<file path="config.mk">
export PLATFORM = sky130hd
export DESIGN_NAME = watchdog
export DESIGN_NICKNAME = d
export VERILOG_FILES = /design/src/watchdog_pkg.sv /design/src/watchdog.sv
export SDC_FILE = /design/constraint.sdc
export NUM_CORES = 1
export LEC_CHECK = 0
export BUFFER_PORTS_ARGS = -buffer_cell sky130_fd_sc_hd__buf_2
export CAP_MARGIN = 40
export CORE_MARGIN = 2
export CORE_UTILIZATION = 35
export CTS_BUF_LIST = sky130_fd_sc_hd__clkbuf_2
export DETAILED_ROUTE_END_ITERATION = 7
export PLACE_DENSITY = 0.61
export RECOVER_POWER = 50
export SLEW_MARGIN = 10
export SYNTH_ARGS = -nofsm -noshare
export SYNTH_HDL_FRONTEND = slang
export SYNTH_SLANG_ARGS = --single-unit
</file>
<file path="constraint.sdc">
create_clock -name clock -period 2.3 [get_ports clock]
set_input_delay 0.46 -clock clock [delete_from_list [all_inputs] [get_ports clock]]
set_output_delay 0.46 -clock clock [all_outputs]
set_load 0.01 [all_outputs]
</file>
<file path="src/watchdog_pkg.sv">
/*
 * Constants and types for the watchdog timer that software drives through the
 * general-purpose level registers of the I/O hub. Assumes a 250 MHz system clock.
 */
package watchdog_pkg;

  localparam int unsigned CLK_MHZ = 250;

  localparam logic [7:0] OFS_DIR_B = 8'h34;
  localparam logic [7:0] OFS_LVL_B = 8'h38;
  localparam logic [7:0] OFS_DIR_C = 8'h44;
  localparam logic [7:0] OFS_LVL_C = 8'h48;

  localparam int unsigned BIT_ENABLE_LOW = 15;
  localparam int unsigned BIT_SEL0       = 0;
  localparam int unsigned BIT_SEL2       = 2;
  localparam int unsigned BIT_KICK       = 7;

  // Power-on values: enable bit high, all watchdog lines as outputs.
  localparam logic [31:0] RST_LVL_B = 32'h0000_8000;
  localparam logic [31:0] RST_LVL_C = 32'h0000_0000;
  localparam logic [31:0] RST_DIR_B = 32'h0000_0000;
  localparam logic [31:0] RST_DIR_C = 32'h0000_0000;

  localparam logic [2:0] SEL_OFF = 3'h7;

  // Period figures in milliseconds.
  localparam longint unsigned MS_P0 = 32;
  localparam longint unsigned MS_P1 = 128;
  localparam longint unsigned MS_P2 = 512;
  localparam longint unsigned MS_P3 = 1000;
  localparam longint unsigned MS_P4 = 4000;
  localparam longint unsigned MS_P5 = 8000;
  localparam longint unsigned MS_P6 = 32000;
  localparam longint unsigned CYC_PER_MS = CLK_MHZ * 1000;

  localparam int unsigned CNT_W = 34;
  typedef logic [CNT_W-1:0] count_t;

  typedef enum logic [1:0] {
    WD_IDLE,
    WD_RUN,
    WD_EXPIRED
  } wd_state_e;

  // Register bus request from the I/O port decoder.
  typedef struct packed {
    logic        wr;
    logic        rd;
    logic [7:0]  addr;
    logic [31:0] wdata;
  } reg_req_s;

  typedef struct packed {
    wd_state_e   state;
    count_t      count;
    logic        kick_prev;
    logic        en_prev;
    logic [31:0] lvl_b;
    logic [31:0] lvl_c;
    logic [31:0] dir_b;
    logic [31:0] dir_c;
    logic [31:0] rdata;
    logic        rvalid;
    logic        sys_rst;
    logic        smi;
    logic        uv_rst;
  } wd_regs_s;

endpackage

</file>
<file path="src/watchdog.sv">
/*
 * Watchdog timer behind the general-purpose level registers, plus the board
 * power-fail handling. Assumes a register access port from the I/O decoder on
 * the same clock, and pins for power good and undervoltage from outside.
 */
`timescale 1ns/10ps
module watchdog #(
  parameter longint unsigned MS_SCALE = 1
) (
  // Clock and reset.
  input  wire logic                       clock,
  input  wire logic                       nrst,
  // Register access.
  input  wire watchdog_pkg::reg_req_s     req,
  output logic [31:0]                     rdata,
  output logic                            rvalid,
  // Board pins.
  input  wire logic                       power_good,
  input  wire logic                       undervoltage,
  // Outputs.
  output logic                            sys_reset,
  output logic                            system_mgmt_interrupt_low,
  output logic                            expired
);

  watchdog_pkg::wd_regs_s q_ff;
  watchdog_pkg::wd_regs_s nxt_q;
  logic [1:0] pg_sync_ff;
  logic [1:0] uv_sync_ff;
  logic       pg_prev_ff;
  logic [2:0] sel;
  logic       enable_low;
  logic       kick;
  logic       active;
  watchdog_pkg::count_t period;

  always_ff @(posedge clock or negedge nrst) begin
    if (!nrst) begin
      pg_sync_ff <= 2'h0;
      uv_sync_ff <= 2'h0;
      pg_prev_ff <= 1'b0;
    end else begin
      pg_sync_ff <= {pg_sync_ff[0], power_good};
      uv_sync_ff <= {uv_sync_ff[0], undervoltage};
      pg_prev_ff <= pg_sync_ff[1];
    end
  end

  assign enable_low = q_ff.lvl_b[watchdog_pkg::BIT_ENABLE_LOW];
  assign sel        = q_ff.lvl_c[watchdog_pkg::BIT_SEL2:watchdog_pkg::BIT_SEL0];
  assign kick       = q_ff.lvl_c[watchdog_pkg::BIT_KICK];
  assign active     = !enable_low && (sel != watchdog_pkg::SEL_OFF);

  always_comb begin
    unique case (sel)
      3'h0:    period = watchdog_pkg::count_t'(watchdog_pkg::MS_P0 * watchdog_pkg::CYC_PER_MS / MS_SCALE);
      3'h1:    period = watchdog_pkg::count_t'(watchdog_pkg::MS_P1 * watchdog_pkg::CYC_PER_MS / MS_SCALE);
      3'h2:    period = watchdog_pkg::count_t'(watchdog_pkg::MS_P2 * watchdog_pkg::CYC_PER_MS / MS_SCALE);
      3'h3:    period = watchdog_pkg::count_t'(watchdog_pkg::MS_P3 * watchdog_pkg::CYC_PER_MS / MS_SCALE);
      3'h4:    period = watchdog_pkg::count_t'(watchdog_pkg::MS_P4 * watchdog_pkg::CYC_PER_MS / MS_SCALE);
      3'h5:    period = watchdog_pkg::count_t'(watchdog_pkg::MS_P5 * watchdog_pkg::CYC_PER_MS / MS_SCALE);
      3'h6:    period = watchdog_pkg::count_t'(watchdog_pkg::MS_P6 * watchdog_pkg::CYC_PER_MS / MS_SCALE);
      default: period = '0;
    endcase
  end

  always_comb begin
    nxt_q           = q_ff;
    nxt_q.rvalid    = req.rd;
    nxt_q.kick_prev = kick;
    nxt_q.en_prev   = active;
    nxt_q.smi       = pg_prev_ff && !pg_sync_ff[1];
    nxt_q.uv_rst    = uv_sync_ff[1];
    if (req.wr) begin
      unique case (req.addr)
        watchdog_pkg::OFS_DIR_B: nxt_q.dir_b = req.wdata;
        watchdog_pkg::OFS_LVL_B: nxt_q.lvl_b = req.wdata;
        watchdog_pkg::OFS_DIR_C: nxt_q.dir_c = req.wdata;
        watchdog_pkg::OFS_LVL_C: nxt_q.lvl_c = req.wdata;
        default: ;
      endcase
    end
    unique case (req.addr)
      watchdog_pkg::OFS_DIR_B: nxt_q.rdata = q_ff.dir_b;
      watchdog_pkg::OFS_LVL_B: nxt_q.rdata = q_ff.lvl_b;
      watchdog_pkg::OFS_DIR_C: nxt_q.rdata = q_ff.dir_c;
      watchdog_pkg::OFS_LVL_C: nxt_q.rdata = q_ff.lvl_c;
      default:                 nxt_q.rdata = 32'h0000_0000;
    endcase
    nxt_q.sys_rst = 1'b0;
    unique case (q_ff.state)
      watchdog_pkg::WD_IDLE: begin
        if (active) begin
          nxt_q.state = watchdog_pkg::WD_RUN;
          nxt_q.count = period;
        end
      end
      watchdog_pkg::WD_RUN: begin
        if (!active) begin
          nxt_q.state = watchdog_pkg::WD_IDLE;
        end else if (kick != q_ff.kick_prev) begin
          nxt_q.count = period;
        end else if (q_ff.count <= watchdog_pkg::count_t'(1)) begin
          nxt_q.state   = watchdog_pkg::WD_EXPIRED;
          nxt_q.sys_rst = 1'b1;
        end else begin
          nxt_q.count = q_ff.count - watchdog_pkg::count_t'(1);
        end
      end
      watchdog_pkg::WD_EXPIRED: begin
        // Reset stays asserted until the system reset clears this block.
        nxt_q.sys_rst = 1'b1;
      end
      default: nxt_q.state = watchdog_pkg::WD_IDLE;
    endcase
  end

  always_ff @(posedge clock or negedge nrst) begin
    if (!nrst) begin
      q_ff       <= '0;
      q_ff.state <= watchdog_pkg::WD_IDLE;
      q_ff.lvl_b <= watchdog_pkg::RST_LVL_B;
      q_ff.lvl_c <= watchdog_pkg::RST_LVL_C;
      q_ff.dir_b <= watchdog_pkg::RST_DIR_B;
      q_ff.dir_c <= watchdog_pkg::RST_DIR_C;
    end else begin
      q_ff <= nxt_q;
    end
  end

  assign rdata                     = q_ff.rdata;
  assign rvalid                    = q_ff.rvalid;
  assign sys_reset                 = q_ff.sys_rst || q_ff.uv_rst;
  assign system_mgmt_interrupt_low = !q_ff.smi;
  assign expired                   = q_ff.state == watchdog_pkg::WD_EXPIRED;

endmodule

</file>
==> results.py, run 1 <==
metrics = {
    "status": {
        "status": "complete, but fails checks",
        "violations": "setup timing",
    },
    "logic_synthesis": {
        "synthDominantCellAreaShare": 0.5448,
        "avgSynthCellArea_um2": 11.70,
        "synth-main-ff-cell": "dfrtp_1",
        "ys_seq_area_frac": 0.5476,
        "ys_async_sr_fraction": 1.000,
        "syn_nets": 860,
        "synthTopCellsByArea": "dfrtp_1 54%, mux2_2 15%, a22oi_1 5.2%",
        "yosysUniqueCellTypes": 60,
        "synthCells": 805,
        "synth_area_um2": 9417,
        "yosysWarnings": 0,
        "synth-seq-cells": 206,
        "synth-edff-count": 0,
        "synth_top_cell_by_area": "dfrtp_1",
    },
    "setup_path": {
        "r2r_setup_slack_ns": -0.0003,
        "crit_chain": "or4_4 -> nor4_4 -> o2111ai_4 -> or2_4 -> or3_1 -> a21oi_1",
        "slowest_delay_ns": 0.56,
        "critPathLaunchType": "flop",
        "crit_fanout": 6,
        "required_ns": 2.97,
        "reg2reg_to": "q_ff[201]$_DFFE_PN0P_",
        "worstPathArrival_ns": 2.97,
        "r2r_cells": 6,
        "crit_slowest_cell": "or4_4",
        "rr_startpoint": "q_ff[194]$_DFFE_PN0P_",
        "end_kind": "flop",
        "crit_type": "reg2reg",
    },
    "route": {
        "drt-initial-drc-count": 469,
        "routed_wl_mm": 23.11,
        "wire_per_inst_um": 16.87,
        "first_pass_iters": 6,
        "vias": 7108,
        "vias_per_cell": 5.188,
        "drc": 0,
        "detail-route-antenna-nets": 0,
    },
    "place": {
        "dp_hpwl_mm": 15.17,
        "gp_congestion": 0.8865,
        "dp.cells": 1234,
        "dpl-instance-area_um2": 10580,
        "port_buffers": 81,
    },
    "sta": {
        "tightestPinTransition_ns": 1.120,
        "finalCritPeriodShare": 1.000,
        "holdWs_ns": 0.2758,
        "fmax_mhz": 434.7,
        "fin_ws_ns": -0.0003109,
        "slew_viol_final": 0,
        "grt_setup_unrepaired": "true",
        "setup_violations": 1,
        "slew_headroom": 0.2531,
        "fin_crit_ns": 2.300,
        "fin_skew_ns": 0.07458,
        "hold_violations": 0,
    },
    "pwr": {
        "seq_power_share": 0.449,
        "combPwrFrac": 0.296,
        "power_frac_clock": 0.255,
        "power_leakage_nw": 5.735,
        "ir_drop_v": 0.0004107,
        "switching_power_mw": 3.346,
        "power_switching_share": 0.3512,
        "power_mw": 9.526,
        "p_int_mw": 6.180,
        "p_per_area_nw_per_um2": 822.4,
    },
    "floorplanning": {
        "floorplan.initialDensity": 0.3533,
        "die_y_um": 168.0,
        "rows": 60,
        "dieArea_um2": 28230,
        "io_pins": 82,
        "die_w_um": 168.0,
        "core_um2": 26650,
    },
    "flow_run": {
        "cap_violations": 0,
    },
    "grt": {
        "grt_max_degree": 62,
        "track_usage": 0.1655,
        "antenna_found_initial": 0,
        "grt_pass1_wl_mm": 37.95,
        "grt_pass1_vias": 7369,
        "overflow": 0,
    },
    "hold_path": {
        "hold_end": "q_ff[100]$_DFFE_PN0P_",
        "hp-start": "req[41]",
        "hold_class": "in2reg",
        "hold_depth": 4,
    },
    "cts": {
        "cts_tree": "yes",
        "cts_buffers": 54,
        "cts.sinks": 206,
        "clock_latency_ns": 0.81,
        "clock_tree.buffer_depth": 3,
        "cts_htree_levels": 2,
        "clk_pin_slew_ns": 0.11,
        "ctsRootBufferMaster": "clkbuf_2",
    },
    "layout": {
        "fin_area_um2": 11580,
        "drive_gt1_frac": 0.4111,
        "stdcell_count": 1370,
        "area_delta_synth_final_pct": 23.00,
        "final_util": 0.4346,
        "diodes": 0,
        "nets": 1046,
    },
}
cell type report:
type / instances / area, µm²
Timing Repair Buffer: 206 / 1523
Clock inverter: 16 / 73.82
Multi-Input combinational cell: 514 / 3979
Inverter: 9 / 33.78
Clock buffer: 78 / 390.4
Fill cell: 2540 / 15070
Sequential cell: 206 / 5156
Tap cell: 341 / 426.7
state kept, by name, summed over array words and instances (netlist names):
signal      cells
enable_low      1
kick            1
pg_prev_ff      1
pg_sync_ff      2
q_ff          166
rdata          32
rvalid          1
uv_sync_ff      2
cell usage in the layout (no fill, tap or decap), types with 5 or more instances in the layout:
cell type	count
clkbuf_2	79
inv_1	9
buf_4	72
dlygate4sd3_1	36
nor4_2	5
buf_6	8
a31oi_1	5
a22oi_1	65
nor4_1	5
nor2_1	31
or3_1	7
a21oi_1	24
nand2_1	73
o21ai_0	20
dfrtp_1	205
o211ai_1	5
buf_12	5
ha_1	7
or4_1	5
buf_2	80
clkinv_1	10
nand3_1	12
mux2_2	129
nor3_1	19
worst max-delay path, delay by kind of cell (launching register included):
family / cells / cell delay (ns)
DFF: 1 / 0.40
and+or+nand+nor: 4 / 1.44
AOI/OAI and AO/OA: 2 / 0.38
cells in the mapped netlist (4+ instances only):
cell        n
o31ai_1     4
nor2_1     37
mux2_2    129
nand4_1     4
dfrtp_1   205
buf_1      13
clkbuf_1   28
nor2b_1     4
a31oi_1     6
o311ai_0    4
nand2b_1    4
ha_1        8
buf_4      34
o211ai_1    5
o22a_1      4
a21oi_1    28
nand3b_1    4
inv_1       9
xnor2_1     4
or3_1       7
nand2_1    73
a22oi_1    65
o21ai_0    23
or4_1       6
nor4_1     11
nor3_1     19
nand3_1    14
metrics by stage:
step / worst slack [ns] / setup TNS (ns)
after floorplan: -0.04046 / -0.04046
after global placement: -0.08193 / -0.2322
after detailed placement: -0.03961 / -0.07534
after CTS: -0.04038 / -0.04038
after global routing: -0.1270 / -1.234
final: -0.0003109 / -0.0003109
cell families after synthesis:
logic type	Yosys count	share of synthesized area
flip-flops	206	0.5476
AND/OR/NAND/NOR	200	0.1046
AO/OA/AOI/OAI	169	0.1266
multiplexers	130	0.1553
buffers and inverters	85	0.04757
adder cells (fa/ha/maj)	9	0.01276
XOR/XNOR	6	0.005581
metal layers:
metal,share of wire,vias up,GRT usage
met4,0.025,0,0.05822
met5,0,-,0
met3,0.055,42,0.03808
met2,0.47,185,0.2654
li1,-,3335,-
met1,0.45,3546,0.2211
what timing repair did:
| item | 4_1_cts | 5_1_grt |
|---|---|---|
| pin swaps | 2 | 8 |
| hold endpoints to repair | 336 | 0 |
| gates resized for setup | 9 | 35 |
| hold buffers | 36 | 0 |
| setup buffers | 2 | 4 |
| endpoints found under the setup margin | 19 | 34 |
worst max path at each step:
stage / cells past startpoint / endpoint / from / slack, ns
2_1_floorplan: 6 / q_ff[186]$_DFFE_PN0P_ / q_ff[194]$_DFFE_PN0P_ / -0.04
3_3_place_gp: 8 / q_ff[189]$_DFFE_PN0P_ / q_ff[173]$_DFFE_PN0P_ / -0.08
3_5_place_dp: 7 / q_ff[195]$_DFFE_PN0P_ / q_ff[173]$_DFFE_PN0P_ / -0.04
4_1_cts: 6 / q_ff[201]$_DFFE_PN0P_ / q_ff[195]$_DFFE_PN0P_ / -0.04
5_1_grt: 9 / q_ff[193]$_DFFE_PN0P_ / q_ff[166]$_DFFE_PN0P_ / -0.13
6_report: 6 / q_ff[201]$_DFFE_PN0P_ / q_ff[194]$_DFFE_PN0P_ / -0.0003
power groups by stage:
stage | Clock (mW) | Combinational (mW) | Sequential, mW
floorplan | 0 | 1.42 | 4.26
detailed placement | 0 | 2.55 | 4.30
finish | 2.43 | 2.82 | 4.27
global route | 2.76 | 3.09 | 4.32
CTS | 2.56 | 2.65 | 4.25
global placement | 0 | 2.53 | 4.29
Power figures use the tool's default switching activity.
==> inputs of run 2 (changes only) <==
- SKIP_LAST_GASP: not set -> 1
==> run 2 against run 1 <==
  * The run still ends with setup timing left
  * Wire length decreased by 0.20%
  * Sequential cell count unchanged
  * Die area unchanged
  * Worst setup slack worse by 0.0042 ns
  * Combinational power about the same
  * Sequential share of layout area is 0.063 points higher
  * Largest power group unchanged
  * Highest routed layer unchanged
==> results.py, run 2 (synthesized netlist as in run 1, its figures left out) <==
metrics = {
    "status": {
        "status": "complete, but fails checks",
        "violations": "setup timing",
    },
    "sta": {
        "hold_violations": 0,
        "setup_violations": 2,
        "fin_crit_ns": 2.304,
        "fmax_mhz": 433.9,
        "fin_ws_ns": -0.004496,
        "grt_setup_unrepaired": "true",
        "finalCritPeriodShare": 1.002,
        "slew_viol_final": 0,
        "fin_skew_ns": 0.07396,
        "tightestPinTransition_ns": 1.116,
        "slew_headroom": 0.2558,
    },
    "pwr": {
        "ir_drop_v": 0.0004067,
        "p_per_area_nw_per_um2": 822.3,
        "power_mw": 9.511,
        "power_leakage_nw": 5.727,
    },
    "layout": {
        "fin_area_um2": 11570,
        "area_delta_synth_final_pct": 22.83,
        "nets": 1046,
        "largest_register": "q_ff",
        "drive_gt1_frac": 0.4091,
        "diodes": 0,
        "largest_reg_flops": 166,
        "final_cell_mix": "205 x dfrtp_1, 129 x mux2_2, 80 x buf_2",
        "layout_commonest_cell": "dfrtp_1",
    },
    "grt": {
        "grt_pass1_vias": 7369,
        "grt_pass1_wl_mm": 37.95,
        "antenna_found_initial": 0,
        "grt_max_degree": 62,
        "overflow": 0,
        "track_usage": 0.1655,
    },
    "place": {
        "gp_congestion": 0.8865,
        "dp_hpwl_mm": 15.17,
        "dpl-instance-area_um2": 10580,
        "port_buffers": 81,
    },
    "floorplanning": {
        "die_w_um": 168.0,
        "dieArea_um2": 28230,
        "die_y_um": 168.0,
        "floorplan.initialDensity": 0.3533,
        "io_pins": 82,
        "core_um2": 26650,
        "rows": 60,
    },
    "cts": {
        "cts_tree": "yes",
        "clk_pin_slew_ns": 0.11,
        "clock_tree.buffer_depth": 3,
        "cts_buffers": 54,
        "cts.sinks": 206,
        "cts_htree_levels": 2,
        "ctsRootBufferMaster": "clkbuf_2",
        "clock_latency_ns": 0.81,
    },
    "route": {
        "routed_wl_mm": 23.06,
        "vias_per_cell": 5.202,
        "detail-route-antenna-nets": 0,
        "drt-initial-drc-count": 507,
        "first_pass_iters": 5,
        "drc": 0,
        "wire_per_inst_um": 16.83,
        "vias": 7127,
    },
    "setup_path": {
        "critPathLaunchType": "flop",
        "worstPathArrival_ns": 2.94,
        "crit_type": "reg2reg",
        "crit_fanout": 6,
        "end_kind": "flop",
        "required_ns": 2.94,
    },
    "hold_path": {
        "hold_class": "in2reg",
    },
    "flow_run": {
        "cap_violations": 0,
    },
}
## run 2: cell counts in the layout (fill, tap and decap cells not counted)
Identical to the previous run, type by type.
## run 2: through the flow
step / setup WS (ns) / instances / hold WS, ns / util / TNS (ns)
final: -0.004496 / 1370 / 0.2671 / 0.4340 / -0.006227
after global routing: -0.1350 / 1370 / 0.1958 / 0.4340 / -1.316
after CTS: -0.04038 / 1366 / 0.08010 / 0.4298 / -0.04038
after detailed placement: -0.03961 / 1234 / 0.3402 / 0.3969 / -0.07534
after global placement: -0.08193 / 1234 / 0.3379 / 0.3969 / -0.2322
after floorplan: -0.04046 / 805 / 0.1644 / - / -0.04046
## run 2: final timing paths
kind,depth (start not counted),from,slack (ns),endpoint
min reg2reg,0,uv_sync_ff[1]$_DFF_PN0_,0.36,q_ff[0]$_DFF_PN0_
min,4,req[41],0.27,q_ff[104]$_DFFE_PN0P_
max,9,q_ff[166]$_DFFE_PN0P_,-0.004,q_ff[193]$_DFFE_PN0P_
max reg2reg,9,q_ff[166]$_DFFE_PN0P_,-0.004,q_ff[193]$_DFFE_PN0P_
min in group asynchronous,2,nrst,0.41,q_ff[184]$_DFFE_PN0P_
max in group asynchronous,3,nrst,0.37,q_ff[191]$_DFFE_PN0P_
## run 2: final cells by class
| cell class | count | area (µm²) |
|---|---|---|
| clock buffers | 78 | 390.4 |
| clock inverters | 16 | 73.82 |
| fillers | 2541 | 15080 |
| inverters | 9 | 33.78 |
| multi-input cells | 514 | 3970 |
| flip-flops and latches | 206 | 5156 |
| well taps | 341 | 426.7 |
| repair buffers | 206 | 1515 |
## run 2: critical path, stage by stage, from the launching register on
cell and delay [ns]:
dfrtp_1 0.39, buf_4 0.15, nor4_1 0.31, buf_4 0.21
nand4_1 0.21, nor4_2 0.31, buf_4 0.21, a21oi_1 0.08
o21ai_0 0.23, o31ai_2 0.10
## run 2: routing by layer
layer,vias to the layer above,global-route usage,wire [µm]
met3,43,0.03808,1307
met4,0,0.05822,612
li1,3339,-,-
met1,3539,0.2211,10290
met5,-,0,0
met2,206,0.2654,10850
## run 2: what timing repair did
item / in CTS / in global routing
gates resized for setup: 9 / 30
hold buffers: 36 / 0
pin swaps: 2 / 7
hold endpoints to repair: 336 / 0
buffers inserted: 2 / 4
setup endpoints to repair: 19 / 34
## run 2: power by group
group / internal [mW] / switching (mW)
logic: 1.30 / 1.51
registers: 3.96 / 0.316
clock network: 0.924 / 1.51
==> inputs of run 3 (changes only) <==
- RECOVER_POWER: 50 -> not set
- TNS_END_PERCENT: not set -> 5
==> run 3 against run 2 <==
  * Global-route usage increased by 0.11 points
  * Wire length increased by 1.1%
  * Highest routed layer unchanged
  * Utilization down 0.41 points
  * Critical endpoint is now q_ff[194]$_DFFE_PN0P_
  * Cell count about the same
  * Hold slack worse by 0.17 ns
  * Largest cell class unchanged
  * The run now ends clean
  * Combinational power fell by 6%
  * Via count is 0.36% higher
  * Non-clock buffer count is 4 lower
  * Sequential power about the same
==> results.py, run 3 (synthesized netlist as in run 1, its figures left out) <==
metrics = {
    "cts": {
        "clock_latency_ns": 0.83,
        "cts_buffers": 54,
        "cts.sinks": 206,
        "cts_htree_levels": 2,
        "clock_tree.buffer_depth": 3,
        "cts_tree": "yes",
        "clk_pin_slew_ns": 0.12,
        "ctsRootBufferMaster": "clkbuf_2",
    },
    "layout": {
        "drive_gt1_frac": 0.3797,
        "largest_register": "q_ff",
        "layout_commonest_cell": "dfrtp_1",
        "final.fill_count": 2531,
        "largest_reg_flops": 166,
        "area_delta_synth_final_pct": 21.66,
        "final_cell_mix": "204 x dfrtp_1, 129 x mux2_2, 80 x buf_2",
        "nets": 1042,
    },
    "route": {
        "detail-route-antenna-nets": 0,
        "vias_per_cell": 5.225,
        "vias": 7153,
        "drc": 0,
        "wire_per_inst_um": 17.03,
        "drt-initial-drc-count": 467,
        "first_pass_iters": 5,
        "routed_wl_mm": 23.32,
    },
    "floorplanning": {
        "dieArea_um2": 28230,
        "rows": 60,
        "floorplan.initialDensity": 0.3533,
        "io_pins": 82,
        "die_w_um": 168.0,
        "core_um2": 26650,
        "die_y_um": 168.0,
    },
    "sta": {
        "fin_ws_ns": 0.0005105,
        "holdWs_ns": 0.09327,
        "tightestPinTransition_ns": 0.5972,
        "fin_skew_ns": 0.05345,
        "grt_setup_unrepaired": "true",
        "fin_crit_ns": 2.299,
        "hold_violations": 0,
        "fmax_mhz": 434.9,
        "slew_viol_final": 0,
        "slew_headroom": 0.6004,
        "finalCritPeriodShare": 0.9998,
        "setup_violations": 0,
    },
    "pwr": {
        "p_per_area_nw_per_um2": 823.3,
        "switching_power_mw": 3.250,
        "power_frac_clock": 0.269,
        "power_leakage_nw": 5.703,
        "power_mw": 9.431,
        "p_int_mw": 6.181,
        "power_switching_share": 0.3446,
        "combPwrFrac": 0.278,
        "ir_drop_v": 0.0003478,
        "seq_power_share": 0.453,
    },
    "setup_path": {
        "crit_type": "reg2reg",
        "worstPathArrival_ns": 2.96,
        "crit_slowest_cell": "nor4_1",
        "reg2reg_to": "q_ff[194]$_DFFE_PN0P_",
        "cp_top_family": "simple AND/OR/NAND/NOR gates",
        "r2r_setup_slack_ns": 0.0005,
        "critical_path.most_common_cell": "buf_4",
        "path_buf_inv": 2,
        "r2r_cells": 7,
        "rr_startpoint": "q_ff[187]$_DFFE_PN0P_",
        "required_ns": 2.96,
        "crit_chain": "nor4_1 -> nand4_1 -> buf_4 -> o31a_1 -> buf_4 -> nor2_1 -> o22ai_1",
        "end_kind": "flop",
        "crit_fanout": 6,
        "critPathLaunchType": "flop",
        "slowest_delay_ns": 0.50,
    },
    "grt": {
        "grt_pass1_wl_mm": 38.20,
        "grt_max_degree": 68,
        "grt_pass1_vias": 7254,
        "antenna_found_initial": 1,
        "overflow": 0,
        "track_usage": 0.1666,
    },
    "place": {
        "pre_cts_ws_ns": -0.02727,
        "dp_hpwl_mm": 15.30,
        "port_buffers": 81,
        "gp_congestion": 0.8575,
    },
    "flow_run": {
        "cap_violations": 0,
    },
    "status": {
        "status": "finished clean",
    },
    "hold_path": {
        "hold_class": "in2async",
    },
}
run 3: what timing repair did:
action / CTS / global route
endpoints found under the setup margin: 5 / 26
resized for setup: 1 / 3
buffers inserted: 0 / 2
hold buffers: 37 / 0
hold endpoints to repair: 336 / 0
run 3: power by group through the flow:
stage	registers (mW)	logic [mW]	clock network (mW)
2_1_floorplan	4.26	1.42	0
3_3_place_gp	4.30	2.50	0
3_5_place_dp	4.31	2.53	0
4_1_cts	4.25	2.58	2.65
5_1_grt	4.31	2.90	2.86
6_report	4.27	2.62	2.54
run 3: worst max path at each step:
| stage | startpoint | to | slack, ns | cells after the start |
|---|---|---|---|---|
| 2_1_floorplan | q_ff[194]$_DFFE_PN0P_ | q_ff[186]$_DFFE_PN0P_ | -0.04 | 6 |
| 3_3_place_gp | q_ff[190]$_DFFE_PN0P_ | q_ff[177]$_DFFE_PN0P_ | -0.02 | 8 |
| 3_5_place_dp | q_ff[190]$_DFFE_PN0P_ | q_ff[177]$_DFFE_PN0P_ | -0.03 | 8 |
| 4_1_cts | q_ff[194]$_DFFE_PN0P_ | q_ff[200]$_DFFE_PN0P_ | 0.02 | 7 |
| 5_1_grt | q_ff[190]$_DFFE_PN0P_ | q_ff[194]$_DFFE_PN0P_ | -0.13 | 8 |
| 6_report | q_ff[187]$_DFFE_PN0P_ | q_ff[194]$_DFFE_PN0P_ | 0.0005 | 7 |
run 3: area by class of cell:
class                      instances  area (µm²)  area share
multi-input combinational        514        3841      0.3353
tap                              341       426.7     0.03724
inverter                           9       33.78    0.002949
antenna                            1       2.502   0.0002184
clock inverter                    24       131.4     0.01147
sequential                       206        5157      0.4502
clock buffer                      72       360.3     0.03145
timing repair buffer             202        1503      0.1312
run 3: layer usage:
layer  up-vias  GRT usage  routed length [µm]
met2       210     0.2713               11110
met5         -          0                   0
met4         0    0.05028                 393
met3        39    0.03785                1356
li1       3329          -                   -
met1      3575     0.2226               10460
run 3: metrics by stage:
stage | std cells | cell area (µm²) | TNS, ns | util
floorplan | 805 | 9417 | -0.04088 | -
global placement | 1233 | 10560 | -0.04687 | 0.3961
detailed placement | 1233 | 10560 | -0.04577 | 0.3961
CTS | 1366 | 11420 | 0 | 0.4287
global route | 1368 | 11450 | -1.617 | 0.4298
finish | 1369 | 11460 | 0 | 0.4299
